File: config.mk
export PLATFORM = sky130hd
export DESIGN_NAME = ccd_chop_detect
export DESIGN_NICKNAME = d
export VERILOG_FILES = /design/src/ccd_pkg.sv /design/src/ccd_chop_detect.sv
export SDC_FILE = /design/constraint.sdc
export NUM_CORES = 1
export LEC_CHECK = 0
export ABC_CLOCK_PERIOD_IN_PS = 4300
export BUFFER_PORTS_ARGS = -buffer_cell sky130_fd_sc_hd__buf_2
export CAP_MARGIN = 0
export CORE_MARGIN = 5
export CORE_UTILIZATION = 45
export DETAILED_ROUTE_END_ITERATION = 16
export GPL_TIMING_DRIVEN = 0
export PLACE_DENSITY_LB_ADDON = 0.1
export SKIP_CTS_REPAIR_TIMING = 1
export SLEW_MARGIN = 15
export SYNTH_ARGS = -nofsm -noshare
export SYNTH_HDL_FRONTEND = slang
export SYNTH_SLANG_ARGS = --single-unit
File: constraint.sdc
create_clock -name i_clk -period 4.3 [get_ports i_clk]
set_input_delay 0.43 -clock i_clk [delete_from_list [all_inputs] [get_ports i_clk]]
set_output_delay 0.43 -clock i_clk [all_outputs]
set_load 0.005 [all_outputs]
File: src/ccd_pkg.sv
// package with register map, field layout and types of the chop and current-detect configuration block
package ccd_pkg;

  // ==========================================================================
  // register indices, byte address is four times the index
  // ==========================================================================
  localparam logic [7:0] CFG_IDX = 8'h06; // chop_and_detect_config
  localparam logic [7:0] THR_HIGH_IDX = 8'h07; // current_detect_threshold_high
  localparam logic [7:0] THR_LOW_IDX = 8'h08; // current_detect_threshold_low
  localparam logic [7:0] IRQ_STATUS_IDX = 8'h10; // sticky event flags
  localparam logic [7:0] IRQ_MASK_IDX = 8'h11; // interrupt mask
  localparam logic [7:0] DET_STATUS_IDX = 8'h12; // live detector state
  localparam int ADDR_W = 8; // byte address width on the bus

  // ==========================================================================
  // field positions
  // ==========================================================================
  localparam int CFG_DETECT_EN_BIT = 0;
  localparam int CFG_WIN_LEN_LSB = 1; // 3 bits
  localparam int CFG_HIT_CNT_LSB = 4; // 3 bits
  localparam int CFG_ALL_CH_BIT = 7;
  localparam int CFG_CHOP_EN_BIT = 8;
  localparam int CFG_CHOP_DLY_LSB = 9; // 4 bits
  localparam int CFG_RSVD_LSB = 13; // 3 bits, stored
  localparam int THR_LOW_LSB = 8; // threshold bits 7:0 live here
  localparam int DC_BLOCK_LSB = 0; // 4 bits, stored only
  localparam int EV_DETECT_BIT = 0; // detection event
  localparam int EV_SETTLED_BIT = 1; // chop settle complete event
  localparam int EV_WIN_END_BIT = 2; // window closed without detection
  localparam int EV_W = 3;

  // ==========================================================================
  // reset values
  // ==========================================================================
  localparam logic [15:0] CFG_RESET = 16'h0600;
  localparam logic [15:0] THR_HIGH_RESET = 16'h0000;
  localparam logic [15:0] THR_LOW_RESET = 16'h0000;
  localparam logic [EV_W-1:0] IRQ_MASK_RESET = 3'h0;

  // ==========================================================================
  // counter widths and bus answers
  // ==========================================================================
  localparam int CHOP_CNT_W = 17; // holds 65536
  localparam int WIN_CNT_W = 12; // holds 3584
  localparam int HIT_CNT_W = 8; // holds 128
  localparam logic [1:0] RESP_OKAY = 2'h0;
  localparam logic [1:0] RESP_SLVERR = 2'h2;

  // decoded configuration carried to the datapath
  typedef struct packed {
    logic [3:0] chop_settle_delay;
    logic chop_enable;
    logic detect_all_channels;
    logic [2:0] detect_hit_count;
    logic [2:0] detect_window_length;
    logic detect_mode_enable;
    logic [23:0] threshold;
  } ccd_cfg_type;

  // detector states, gray along idle -> measure -> report
  typedef enum logic [1:0] {
    DET_IDLE = 2'h0,
    DET_MEASURE = 2'h1,
    DET_REPORT = 2'h3
  } ccd_det_state_type;

endpackage

File: src/ccd_chop_detect.sv
// chop settle timer, current-detect engine and axi4-lite register bank
// Summary of operation
// - chop enabled: wait settle delay after each transition
// - settle delay code n gives 2^(n+1) periods
// - all-channels bit picks any or all qualifying
// - hit-count code n needs 2^n exceedances
// - detect enable with window length lookup table
// - threshold high word holds threshold bits 23:8
// - threshold low word bits 15:8 hold 7:0
//
// Our own choice: the AXI4-Lite register port.
module ccd_chop_detect #(
  parameter int NUM_CH = 4, // converter channels
  parameter int DATA_W = 24 // conversion result width
) (
  input wire logic i_clk,
  input wire logic i_rst,
  // modulator and conversion timing
  input wire logic i_mod_tick, // one pulse per modulator clock period
  input wire logic i_chop_edge, // pulse at each chop transition
  input wire logic i_conv_valid, // pulse per conversion period
  input wire logic [NUM_CH*DATA_W-1:0] i_conv_data, // channel 0 in low bits
  output logic o_meas_allowed, // measurement may begin
  output logic o_detect, // one-cycle detection pulse
  output logic o_irq, // level interrupt
  // axi4-lite slave
  input wire logic [ccd_pkg::ADDR_W-1:0] i_awaddr,
  input wire logic i_awvalid,
  output logic o_awready,
  input wire logic [31:0] i_wdata,
  input wire logic [3:0] i_wstrb,
  input wire logic i_wvalid,
  output logic o_wready,
  output logic [1:0] o_bresp,
  output logic o_bvalid,
  input wire logic i_bready,
  input wire logic [ccd_pkg::ADDR_W-1:0] i_araddr,
  input wire logic i_arvalid,
  output logic o_arready,
  output logic [31:0] o_rdata,
  output logic [1:0] o_rresp,
  output logic o_rvalid,
  input wire logic i_rready
);

  // ==========================================================================
  // elaboration checks
  // ==========================================================================
  // comparator and threshold are fixed at 24 bits
  if (NUM_CH < 1 || DATA_W != 24) begin : g_bad_param
    $error("ccd_chop_detect: NUM_CH must be >= 1 and DATA_W must be 24");
  end

  // ==========================================================================
  // functions
  // ==========================================================================
  // byte-lane merge for the 16-bit registers
  function automatic logic [15:0] merge_strb(input logic [15:0] old_v, input logic [31:0] wd,
                                             input logic [3:0] strb);
    logic [15:0] res;
    res = old_v;
    if (strb[0]) begin
      res[7:0] = wd[7:0];
    end
    if (strb[1]) begin
      res[15:8] = wd[15:8];
    end
    return res;
  endfunction

  // word index from byte address, misaligned maps to nothing
  function automatic logic [7:0] addr_index(input logic [ccd_pkg::ADDR_W-1:0] a);
    return (a[1:0] == 2'h0) ? {2'h0, a[ccd_pkg::ADDR_W-1:2]} : 8'hFF;
  endfunction

  // window length in conversion periods
  function automatic logic [ccd_pkg::WIN_CNT_W-1:0] win_len(input logic [2:0] code);
    case (code)
      3'h0: return 12'h080; // 128
      3'h1: return 12'h100; // 256
      3'h2: return 12'h200; // 512
      3'h3: return 12'h300; // 768
      3'h4: return 12'h500; // 1280
      3'h5: return 12'h700; // 1792
      3'h6: return 12'hA00; // 2560
      default: return 12'hE00; // 3584
    endcase
  endfunction

  // ==========================================================================
  // registers
  // ==========================================================================
  logic [15:0] cfg_ff; // chop_and_detect_config
  logic [15:0] thr_high_ff; // current_detect_threshold_high
  logic [7:0] thr_low_ff; // threshold bits 7:0
  logic [3:0] dc_block_ff; // stored, no function here
  logic [ccd_pkg::EV_W-1:0] irq_status_ff; // sticky events
  logic [ccd_pkg::EV_W-1:0] irq_mask_ff; // interrupt enables
  ccd_pkg::ccd_cfg_type cfg; // decoded view

  always_comb begin
    cfg.chop_settle_delay = cfg_ff[ccd_pkg::CFG_CHOP_DLY_LSB +: 4];
    cfg.chop_enable = cfg_ff[ccd_pkg::CFG_CHOP_EN_BIT];
    cfg.detect_all_channels = cfg_ff[ccd_pkg::CFG_ALL_CH_BIT];
    cfg.detect_hit_count = cfg_ff[ccd_pkg::CFG_HIT_CNT_LSB +: 3];
    cfg.detect_window_length = cfg_ff[ccd_pkg::CFG_WIN_LEN_LSB +: 3];
    cfg.detect_mode_enable = cfg_ff[ccd_pkg::CFG_DETECT_EN_BIT];
    cfg.threshold = {thr_high_ff, thr_low_ff};
  end

  // ==========================================================================
  // axi4-lite write channel
  // ==========================================================================
  logic aw_full_ff; // address captured
  logic w_full_ff; // data captured
  logic [ccd_pkg::ADDR_W-1:0] aw_addr_ff;
  logic [31:0] w_data_ff;
  logic [3:0] w_strb_ff;
  logic bvalid_ff;
  logic [1:0] bresp_ff;
  logic do_write; // commit cycle
  logic [7:0] wr_idx;
  logic wr_hit;

  // each channel refuses further items until the response has gone
  assign o_awready = !aw_full_ff && !bvalid_ff;
  assign o_wready = !w_full_ff && !bvalid_ff;
  assign do_write = aw_full_ff && w_full_ff && !bvalid_ff;
  assign wr_idx = addr_index(aw_addr_ff);
  assign wr_hit = (wr_idx == ccd_pkg::CFG_IDX) || (wr_idx == ccd_pkg::THR_HIGH_IDX) ||
                  (wr_idx == ccd_pkg::THR_LOW_IDX) || (wr_idx == ccd_pkg::IRQ_STATUS_IDX) ||
                  (wr_idx == ccd_pkg::IRQ_MASK_IDX) || (wr_idx == ccd_pkg::DET_STATUS_IDX);
  assign o_bvalid = bvalid_ff;
  assign o_bresp = bresp_ff;

  // address holding stage
  always_ff @(posedge i_clk or posedge i_rst) begin
    if (i_rst) begin
      aw_full_ff <= 1'b0;
      aw_addr_ff <= '0;
    end else if (i_awvalid && o_awready) begin
      aw_full_ff <= 1'b1;
      aw_addr_ff <= i_awaddr;
    end else if (do_write) begin
      aw_full_ff <= 1'b0;
    end
  end

  // data holding stage
  always_ff @(posedge i_clk or posedge i_rst) begin
    if (i_rst) begin
      w_full_ff <= 1'b0;
      w_data_ff <= 32'h0000_0000;
      w_strb_ff <= 4'h0;
    end else if (i_wvalid && o_wready) begin
      w_full_ff <= 1'b1;
      w_data_ff <= i_wdata;
      w_strb_ff <= i_wstrb;
    end else if (do_write) begin
      w_full_ff <= 1'b0;
    end
  end

  // response, slverr for unmapped or misaligned addresses
  always_ff @(posedge i_clk or posedge i_rst) begin
    if (i_rst) begin
      bvalid_ff <= 1'b0;
      bresp_ff <= ccd_pkg::RESP_OKAY;
    end else if (do_write) begin
      bvalid_ff <= 1'b1;
      bresp_ff <= wr_hit ? ccd_pkg::RESP_OKAY : ccd_pkg::RESP_SLVERR;
    end else if (i_bready) begin
      bvalid_ff <= 1'b0;
    end
  end

  // configuration word, reserved top bits kept as written
  always_ff @(posedge i_clk or posedge i_rst) begin
    if (i_rst) begin
      cfg_ff <= ccd_pkg::CFG_RESET; // chop off, delay code 0011
    end else if (do_write && wr_idx == ccd_pkg::CFG_IDX) begin
      cfg_ff <= merge_strb(cfg_ff, w_data_ff, w_strb_ff);
    end
  end

  // threshold high word
  always_ff @(posedge i_clk or posedge i_rst) begin
    if (i_rst) begin
      thr_high_ff <= ccd_pkg::THR_HIGH_RESET;
    end else if (do_write && wr_idx == ccd_pkg::THR_HIGH_IDX) begin
      thr_high_ff <= merge_strb(thr_high_ff, w_data_ff, w_strb_ff);
    end
  end

  // threshold low word, bits 7:4 are read-only zero
  always_ff @(posedge i_clk or posedge i_rst) begin
    if (i_rst) begin
      thr_low_ff <= ccd_pkg::THR_LOW_RESET[15:8];
      dc_block_ff <= ccd_pkg::THR_LOW_RESET[3:0];
    end else if (do_write && wr_idx == ccd_pkg::THR_LOW_IDX) begin
      if (w_strb_ff[1]) begin
        thr_low_ff <= w_data_ff[ccd_pkg::THR_LOW_LSB +: 8];
      end
      if (w_strb_ff[0]) begin
        dc_block_ff <= w_data_ff[ccd_pkg::DC_BLOCK_LSB +: 4];
      end
    end
  end

  // interrupt mask
  always_ff @(posedge i_clk or posedge i_rst) begin
    if (i_rst) begin
      irq_mask_ff <= ccd_pkg::IRQ_MASK_RESET;
    end else if (do_write && wr_idx == ccd_pkg::IRQ_MASK_IDX && w_strb_ff[0]) begin
      irq_mask_ff <= w_data_ff[ccd_pkg::EV_W-1:0];
    end
  end

  // ==========================================================================
  // chop settle timer
  // ==========================================================================
  logic [ccd_pkg::CHOP_CNT_W-1:0] chop_cnt_ff; // modulator periods left
  logic settle_done; // last period counted

  assign settle_done = cfg.chop_enable && i_mod_tick && !i_chop_edge &&
                       (chop_cnt_ff == ccd_pkg::CHOP_CNT_W'(1));
  // measurement held off while the settle count runs
  assign o_meas_allowed = !cfg.chop_enable || (chop_cnt_ff == '0);

  // a new transition restarts the count even mid-settle
  always_ff @(posedge i_clk or posedge i_rst) begin
    if (i_rst) begin
      chop_cnt_ff <= '0;
    end else if (!cfg.chop_enable) begin
      chop_cnt_ff <= '0;
    end else if (i_chop_edge) begin
      chop_cnt_ff <= ccd_pkg::CHOP_CNT_W'(2) << cfg.chop_settle_delay;
    end else if (i_mod_tick && chop_cnt_ff != '0) begin
      chop_cnt_ff <= chop_cnt_ff - ccd_pkg::CHOP_CNT_W'(1);
    end
  end

  // ==========================================================================
  // current-detect comparators
  // ==========================================================================
  logic [NUM_CH-1:0] ch_over; // channel magnitude above threshold
  logic conv_hit; // this conversion qualifies

  // magnitude of the signed result, so both current directions count
  for (genvar g = 0; g < NUM_CH; g++) begin : g_cmp
    logic [DATA_W-1:0] raw;
    logic [DATA_W-1:0] mag;
    assign raw = i_conv_data[g*DATA_W +: DATA_W];
    assign mag = raw[DATA_W-1] ? (~raw + DATA_W'(1)) : raw;
    assign ch_over[g] = (mag > cfg.threshold);
  end

  assign conv_hit = cfg.detect_all_channels ? (&ch_over) : (|ch_over);

  // ==========================================================================
  // current-detect sequencer
  // ==========================================================================
  ccd_pkg::ccd_det_state_type state_ff;
  ccd_pkg::ccd_det_state_type nxt_state;
  logic [ccd_pkg::WIN_CNT_W-1:0] win_cnt_ff; // conversions in window
  logic [ccd_pkg::HIT_CNT_W-1:0] hit_cnt_ff; // exceedances in window
  logic [ccd_pkg::HIT_CNT_W-1:0] hit_need; // exceedances required
  logic sample; // a conversion counted now
  logic win_last; // final conversion of the window
  logic hit_reached; // requirement met now
  logic win_miss; // window closed without detection

  assign hit_need = ccd_pkg::HIT_CNT_W'(1) << cfg.detect_hit_count;
  assign sample = (state_ff == ccd_pkg::DET_MEASURE) && i_conv_valid && o_meas_allowed;
  // at-or-beyond compares, so shortening a field mid-window cannot strand the counters
  assign win_last = sample && (win_cnt_ff >= win_len(cfg.detect_window_length) - 12'h001);
  assign hit_reached = sample && conv_hit &&
                       (hit_cnt_ff >= hit_need - ccd_pkg::HIT_CNT_W'(1));
  assign win_miss = win_last && !hit_reached;

  // next state
  always_comb begin
    nxt_state = state_ff;
    case (state_ff)
      ccd_pkg::DET_IDLE: begin
        if (cfg.detect_mode_enable) begin
          nxt_state = ccd_pkg::DET_MEASURE;
        end
      end
      ccd_pkg::DET_MEASURE: begin
        if (!cfg.detect_mode_enable) begin
          nxt_state = ccd_pkg::DET_IDLE;
        end else if (hit_reached) begin
          nxt_state = ccd_pkg::DET_REPORT;
        end
      end
      ccd_pkg::DET_REPORT: begin
        // one cycle to flag, then a fresh window
        nxt_state = cfg.detect_mode_enable ? ccd_pkg::DET_MEASURE : ccd_pkg::DET_IDLE;
      end
      default: begin
        nxt_state = ccd_pkg::DET_IDLE;
      end
    endcase
  end

  // state register
  always_ff @(posedge i_clk or posedge i_rst) begin
    if (i_rst) begin
      state_ff <= ccd_pkg::DET_IDLE;
    end else begin
      state_ff <= nxt_state;
    end
  end

  // window and hit counters, both cleared when a window ends
  always_ff @(posedge i_clk or posedge i_rst) begin
    if (i_rst) begin
      win_cnt_ff <= '0;
      hit_cnt_ff <= '0;
    end else if (state_ff != ccd_pkg::DET_MEASURE || win_last || hit_reached) begin
      win_cnt_ff <= '0;
      hit_cnt_ff <= '0;
    end else if (sample) begin
      win_cnt_ff <= win_cnt_ff + 12'h001;
      if (conv_hit) begin
        hit_cnt_ff <= hit_cnt_ff + ccd_pkg::HIT_CNT_W'(1);
      end
    end
  end

  // detection pulse from a flip-flop
  always_ff @(posedge i_clk or posedge i_rst) begin
    if (i_rst) begin
      o_detect <= 1'b0;
    end else begin
      o_detect <= hit_reached;
    end
  end

  // ==========================================================================
  // interrupt status, set wins over write-one-to-clear
  // ==========================================================================
  logic [ccd_pkg::EV_W-1:0] ev_set;
  logic [ccd_pkg::EV_W-1:0] ev_clr;

  always_comb begin
    ev_set = '0;
    ev_set[ccd_pkg::EV_DETECT_BIT] = hit_reached;
    ev_set[ccd_pkg::EV_SETTLED_BIT] = settle_done;
    ev_set[ccd_pkg::EV_WIN_END_BIT] = win_miss;
    ev_clr = '0;
    if (do_write && wr_idx == ccd_pkg::IRQ_STATUS_IDX && w_strb_ff[0]) begin
      ev_clr = w_data_ff[ccd_pkg::EV_W-1:0];
    end
  end

  // sticky flags
  always_ff @(posedge i_clk or posedge i_rst) begin
    if (i_rst) begin
      irq_status_ff <= '0;
    end else begin
      irq_status_ff <= (irq_status_ff & ~ev_clr) | ev_set;
    end
  end

  assign o_irq = |(irq_status_ff & irq_mask_ff);

  // ==========================================================================
  // axi4-lite read channel
  // ==========================================================================
  logic rvalid_ff;
  logic [31:0] rdata_ff;
  logic [1:0] rresp_ff;
  logic [7:0] rd_idx;
  logic [31:0] rd_word;
  logic rd_hit;

  assign o_arready = !rvalid_ff;
  assign rd_idx = addr_index(i_araddr);
  assign o_rvalid = rvalid_ff;
  assign o_rdata = rdata_ff;
  assign o_rresp = rresp_ff;

  // read multiplexer, unused upper bits read zero
  always_comb begin
    rd_word = 32'h0000_0000;
    rd_hit = 1'b1;
    case (rd_idx)
      ccd_pkg::CFG_IDX: rd_word[15:0] = cfg_ff;
      ccd_pkg::THR_HIGH_IDX: rd_word[15:0] = thr_high_ff;
      ccd_pkg::THR_LOW_IDX: rd_word[15:0] = {thr_low_ff, 4'h0, dc_block_ff};
      ccd_pkg::IRQ_STATUS_IDX: rd_word[ccd_pkg::EV_W-1:0] = irq_status_ff;
      ccd_pkg::IRQ_MASK_IDX: rd_word[ccd_pkg::EV_W-1:0] = irq_mask_ff;
      ccd_pkg::DET_STATUS_IDX: rd_word = {16'h0000, hit_cnt_ff, 3'h0, o_meas_allowed, 2'h0, state_ff};
      default: rd_hit = 1'b0;
    endcase
  end

  // read data registered, one cycle after the address is taken
  always_ff @(posedge i_clk or posedge i_rst) begin
    if (i_rst) begin
      rvalid_ff <= 1'b0;
      rdata_ff <= 32'h0000_0000;
      rresp_ff <= ccd_pkg::RESP_OKAY;
    end else if (i_arvalid && o_arready) begin
      rvalid_ff <= 1'b1;
      rdata_ff <= rd_word;
      rresp_ff <= rd_hit ? ccd_pkg::RESP_OKAY : ccd_pkg::RESP_SLVERR;
    end else if (i_rready) begin
      rvalid_ff <= 1'b0;
    end
  end

endmodule

==> impl_results.md, run 1 <==
* Area Growth Syn to Fin at 21.8%
* Final Core Density at 0.551
* Worst Setup End Kind: flip-flop
* Total power at approximately 4.8 mW
* H-tree depth at 4
* Post-Syn Area at 10900 sq um
* Diode count at 0
* Number of synthesized flops with an enable pin at 0
* Violated checks: setup timing
* CTS Sinks at 138
* Final slew viol count at 0
* Outcome: finished, violations left
* CTS tree: done
* GRT Total Usage at 0.220
* YS warnings at 0
* P_leak at 5.92 nW
* Tmin final at between 4 and 5 ns
* CTS Root Cell: clkbuf_16
* PwrDens at 362 nW/um^2
* Critical Path Fanout Max at 5
* Num CTS Buffers at 17
* Seq/Total Area, Yosys at 0.317
* Fin crit share at 1.13
* Wirelength per Cell at between 15 and 20 microns
* Detail Route Antenna Nets at 0
* Final hold vios at 0
* Nets at approximately 1700
* Main flop type after synthesis: dfrtp_1
* Fraction of registers with async set/reset at 1.00
* Starting Density at 0.452
* Die Ht at between 150 and 200 microns
* DP Area at about 12000 sq um
* Reg2Reg Depth at 13
* Fin Setup TNS at -11.10 ns
* Core Area at 24100 sq um
* Startpoint Class: primary input
* Final cell count without fillers at between 1500 and 2000
* Register Area at roughly 3500 sq um
* Reg-to-Reg Start: thr_high_ff[6]
* Endpoint arrival time on the critical path at 5.16 ns
* Crit path required time at around 4.6 ns
* Largest net degree at the start of global routing at 74
* Final count of negative-setup-slack endpoints at 24
* DR iter-0 viols at 634
* Ports at around 200
* Pre-CTS setup slack at -1.11 ns
* Placed Cells at about 1700
* Maximum VDD drop at 0.340 mV
* Type of the worst min-delay path: primary input to async pin
* Synthesized instance count at 1169
* Setup ws final at -0.559 ns
* Routed WL at 31000 microns
* Rel. slew slack at 0.426
* Initial antenna violation count at 4
* Filler cells at between 2000 and 2500
* Vias per cell at 5.56
* PortBufs at ~170
* Multi-input logic area at 7290 sq um
* CTS clk-pin slew, worst paths at 0.06 ns
* Die Span X at roughly 170 microns
* Capturing point of the worst reg2reg path: hit_cnt_ff[4]
* Full die area at 27400 sq um
* Clock Skew at 0.0117 ns
* # rows at 57
* First-pass GRT wire length at between 40000 and 50000 microns
* Via count at between 9000 and 10000
* Fmax at approximately 0.2 GHz
* Slew @ Worst Pin at roughly 0.85 ns
* Grt ovf at 0
* Post-route cell area at ~13000 sq um
* Post-DP HPWL at about 24000 microns
* Hold_ws at around 0.045 ns
* Yosys reg bits at roughly 140
* RSZ-0062 raised after global routing: true
* MaxCap Viol Count at 0
* First-pass DRT Iterations at 5
* Worst-Skew Late Latency at approximately 0.43 ns
* # DRC at 0
* Layout cells sized above 1 at 0.258
* Clk buf depth at 2
* Vias in the first global route at about 9400
* Crit Path Class: primary input to flip-flop
* GP Congestion at 0.871
* Worst R2R Setup Slack at a little under 0.9 ns
* Mean Syn Cell Area at 9.33 sq um
* Synth cell types at 71
[sequential cells by signal, indices dropped and copies added (netlist names), 3 cells and up]
register and flops:
w_data_ff 16, irq_status_ff 3, chop_cnt_ff 17, thr_high_ff 16, irq_mask_ff 3, o_rdata 16, win_cnt_ff 12, thr_low_ff 8
aw_addr_ff 8, cfg_ff 16, hit_cnt_ff 8, dc_block_ff 4
[cell type report]
| type | instances | area share |
|---|---|---|
| plain buffers | 53 | 0.0225 |
| clock buffers | 19 | 0.0341 |
| clock inverters | 13 | 0.0144 |
| repair buffers | 180 | 0.0753 |
| multi-input cells | 950 | 0.549 |
| inverters | 45 | 0.0133 |
| well taps | 324 | 0.0305 |
| flip-flops and latches | 138 | 0.260 |
[critical path: stages]
cell and delay [ns]:
buf_8 0.10, or3_4 0.40, nor2_4 0.10, nand3_2 0.10
or4_4 0.46, or4_4 0.50, nand2b_4 0.18, o31ai_4 0.21
xnor2_1 0.10, ha_1 0.30, nand4_1 0.18, nor4_2 0.38
nand3_1 0.19, or3_4 0.37, o21ai_4 0.09, nand4_1 0.24
and3_4 0.30, buf_6 0.13, and3_4 0.15, a221o_1 0.25
[metal layers]
layer,vias up,part of all wire,global-route usage
met1,4578,0.46,0.305
met5,-,0.0014,0
met3,34,0.051,0.0429
met4,8,0.014,0.0445
met2,221,0.47,0.361
li1,4726,-,-
[cells in the mapped netlist (all sizes together) (8+ instances only)]
library cell / n / area, sq um
or4: 26 / 221
xor2: 20 / 175
nor2: 63 / 244
clkbuf: 29 / 109
a21o: 14 / 105
a22o: 12 / 105
nor4: 14 / 93.8
nand4: 22 / 138
mux2: 65 / 732
and3: 10 / 62.6
o41ai: 13 / 133
o21a: 10 / 75.1
inv: 45 / 169
a21oi: 51 / 255
nand2b: 20 / 148
a221oi: 13 / 114
dfrtp: 136 / 3400
o21ai: 85 / 425
nor3: 16 / 80.1
buf: 24 / 165
or3: 13 / 86.3
xnor2: 90 / 788
nand2: 109 / 414
nand3: 30 / 150
o211ai: 8 / 60.1
a22oi: 8 / 60.1
ha: 119 / 1490
o31ai: 27 / 221
[cell families after synthesis]
| kind of cell | after synthesis | synth area share |
|---|---|---|
| mux | 67 | 0.0690 |
| buf+inv | 98 | 0.0406 |
| fa+ha+maj | 119 | 0.137 |
| flops | 138 | 0.317 |
| other cells | 2 | 0.000689 |
| xor+xnor | 110 | 0.0884 |
| simple gates | 356 | 0.174 |
| compound gates | 279 | 0.174 |
[cell usage in the layout, fill, tap and decap left out, types with 8 or more instances in the layout]
cell type	synthesis	final
ha_1	119	119
buf_4	19	29
a21oi_1	51	50
a21o_1	14	13
clkbuf_1	29	29
dfrtp_1	136	136
conb_1	2	19
nand3_1	30	29
or4_4	7	8
buf_2	3	164
nand2b_1	17	15
o21ai_0	82	77
nand2_1	107	106
inv_1	45	44
a22o_1	12	12
a22oi_1	8	8
nor4_1	13	11
o41ai_1	12	10
nor2_1	62	51
xnor2_1	90	90
nor2_4	1	11
mux2_2	65	65
a221oi_1	13	13
or4_1	19	18
clkbuf_16	0	18
nand4_1	22	22
xor2_1	20	20
nor3_1	16	14
o21a_1	10	10
o31ai_1	25	23
o211ai_1	8	8
or3_1	12	10
[how the worst max path moves through the flow]
stage                    startpoint             to  cells past startpoint
finish              i_conv_data[51]  hit_cnt_ff[4]                     20
global route        i_conv_data[51]  hit_cnt_ff[5]                     20
CTS                 i_conv_data[77]  win_cnt_ff[2]                     19
detailed placement  i_conv_data[77]  win_cnt_ff[7]                     19
global placement              i_rst  aw_addr_ff[1]                      2
floorplan           i_conv_data[51]  hit_cnt_ff[5]                     19
[report_power, final]
group / internal [mW] / total (mW) / switching [mW]
clock network: 1.01 / 1.60 / 0.590
logic: 0.691 / 1.49 / 0.801
registers: 1.51 / 1.72 / 0.213
total: 3.21 / 4.81 / 1.60
(Power assumes the default switching activity.)
==> run 2, diff against run 1 <==
--- a/config.mk
+++ b/config.mk
@@ -8,8 +8,10 @@
 export ABC_CLOCK_PERIOD_IN_PS = 4300
 export BUFFER_PORTS_ARGS = -buffer_cell sky130_fd_sc_hd__buf_2
 export CAP_MARGIN = 0
-export CORE_MARGIN = 5
-export CORE_UTILIZATION = 45
+export CELL_PAD_IN_SITES_DETAIL_PLACEMENT = 1
+export CELL_PAD_IN_SITES_GLOBAL_PLACEMENT = 1
+export CORE_MARGIN = 2
+export CORE_UTILIZATION = 39
 export DETAILED_ROUTE_END_ITERATION = 16
 export GPL_TIMING_DRIVEN = 0
 export PLACE_DENSITY_LB_ADDON = 0.1
==> run 2 against run 1 <==
  * The run still ends with setup timing left
  * Register-to-register slack got worse by 0.17 ns
  * Clock power decreased by 4%
  * Global-route usage increased by 1.6 points
  * Hold slack got worse by 0.041 ns
  * Critical path type unchanged
  * Highest routed layer unchanged
==> impl_results.md, run 2 (synthesis results as in run 1) <==
* Worst-Skew Late Latency at ~0.43 ns
* First-pass GRT wire length at approximately 54000 microns
* Largest net degree at the start of global routing at between 80 and 90
* CTS tree: done
* Die Ht at around 170 microns
* Setup ws final at -0.474 ns
* PwrDens at 363 nW/um^2
* Maximum VDD drop at 0.285 mV
* Final hold vios at 0
* Most frequent cells in the layout: buf_2, dfrtp_1, ha_1, nand2_1, xnor2_1
* First-pass DRT Iterations at 5
* Wirelength per Cell at 19.5 microns
* Violated checks: setup timing
* Pint at about 3.2 mW
* CTS Root Cell: clkbuf_16
* Logic pwr share at 0.320
* Grt ovf at 0
* Vias per cell at between 5 and 6
* Register name with the most flops: chop_cnt_ff
* Nets at 1663
* Detail Route Antenna Nets at 0
* Via count at 9771
* Post-DP HPWL at about 27000 microns
* Final slew viol count at 0
* Switching Fraction at 0.344
* # rows at between 60 and 70
* Layout cells sized above 1 at 0.257
* Starting Density at 0.395
* Clock Skew at a little under 0.02 ns
* Hold_ws at 0.00368 ns
* CTS clk-pin slew, worst paths at 0.07 ns
* Filler cells at roughly 3300
* Num CTS Buffers at 17
* H-tree depth at 4
* Startpoint Class: primary input
* Rel. slew slack at 0.367
* Type of the worst min-delay path: primary input to async pin
* Crit Path Class: primary input to flip-flop
* DR iter-0 viols at between 400 and 500
* MaxCap Viol Count at 0
* Fin crit share at 1.11
* PortBufs at 165
* # DRC at 0
* Fmax at ~0.21 GHz
* Clk network pwr share at 0.320
* Die Span X at between 150 and 200 microns
* Crit path required time at between 4 and 5 ns
* Commonest non-fill, non-tap cell in the layout: buf_2
* Endpoint arrival time on the critical path at 5.08 ns
* P_leak at between 5 and 6 nW
* Routed WL at roughly 35000 microns
* Reg power frac at 0.360
* Capturing point of the worst reg2reg path: hit_cnt_ff[5]
* Core Area at 27600 sq um
* Full die area at about 30000 sq um
* Clk buf depth at 2
* Net switching power at ~1.7 mW
* Area Growth Syn to Fin at 22.2%
* Critical Path Fanout Max at 8
* Max reg flops at 17
* RSZ-0062 raised after global routing: true
* Worst Setup End Kind: flip-flop
* Tmin final at about 4.8 ns
* Final count of negative-setup-slack endpoints at 24
* CTS Sinks at 138
* Initial antenna violation count at 5
* Total power at between 4 and 5 mW
* Reg-to-Reg Start: thr_high_ff[5]
* GP Congestion at 0.803
* Outcome: finished, violations left
* Ports at 202
* GRT Total Usage at 0.236
* Vias in the first global route at 9785
* Slew @ Worst Pin at ~0.95 ns
* Reg2Reg Depth at 12
* Worst R2R Setup Slack at roughly 0.7 ns
## run 2: cell types whose count changed in the layout (fill, tap and decap cells not counted), sizes merged
cell	delta
clkbuf	+3
clkinv	-2
diode	+2
buf	+1
bufinv	-1
clkinvlp	+1
inv	-1
## run 2: worst max path at each step
stage	startpoint	to	slack, ns	cells past startpoint
3_3_place_gp	i_rst	aw_addr_ff[0]	-1.66	2
6_report	i_conv_data[51]	hit_cnt_ff[5]	-0.47	20
5_1_grt	i_conv_data[51]	hit_cnt_ff[4]	-0.66	20
2_1_floorplan	i_conv_data[51]	hit_cnt_ff[5]	-0.18	19
3_5_place_dp	i_conv_data[51]	hit_cnt_ff[5]	-1.14	19
4_1_cts	i_conv_data[51]	hit_cnt_ff[5]	-0.75	19
## run 2: area by class of cell
type / count / area, sq um / area share
antenna: 2 / 5.00 / 0.000376
buffer: 53 / 294 / 0.0221
clock buffer: 22 / 474 / 0.0356
clock inverter: 10 / 143 / 0.0107
inverter: 45 / 176 / 0.0132
multi-input combinational: 950 / 7280 / 0.547
sequential: 138 / 3460 / 0.260
tap: 378 / 473 / 0.0355
timing repair buffer: 181 / 1010 / 0.0759
## run 2: layer usage
metal | share of wire | GRT usage | vias to the layer above
met4 | 0.016 | 0.0578 | 6
met5 | 0.00098 | 0 | -
met3 | 0.038 | 0.0373 | 37
met2 | 0.48 | 0.395 | 183
met1 | 0.46 | 0.320 | 4818
li1 | - | - | 4727
## run 2: power by group through the flow
stage          registers [mW]  logic, mW  clock network, mW
2_1_floorplan            1.67       1.04                  0
3_3_place_gp             1.74       1.44                  0
3_5_place_dp             1.75       1.50                  0
4_1_cts                  1.74       1.51               1.57
5_1_grt                  1.77       1.73               1.63
6_report                 1.74       1.55               1.54
## run 2: worst max-delay path, cell delays in order
cell and delay, ns:
buf_8 0.09, or3_4 0.39, nor2_4 0.12, nand3_2 0.08, or4_4 0.44, or4_4 0.53
nand2b_4 0.19, nand2_2 0.11, xnor2_1 0.07, ha_1 0.32, nand4_1 0.14, nor4_2 0.38
nand3_1 0.18, buf_4 0.18, a21oi_4 0.13, o21ai_4 0.09, o41ai_4 0.42, nand2_1 0.15
a21o_4 0.27, a221o_1 0.32
## run 2: per-stage QoR
step	cell area (sq um)	setup TNS, ns	utilization	worst slack, ns	cells
2_1_floorplan	11000	-1.24	-	-0.179	1186
3_3_place_gp	12300	-248.91	0.446	-1.66	1729
3_5_place_dp	12400	-25.09	0.448	-1.14	1731
4_1_cts	13000	-15.35	0.470	-0.755	1763
5_1_grt	13300	-14.19	0.482	-0.663	1779
6_report	13300	-9.86	0.482	-0.474	1779
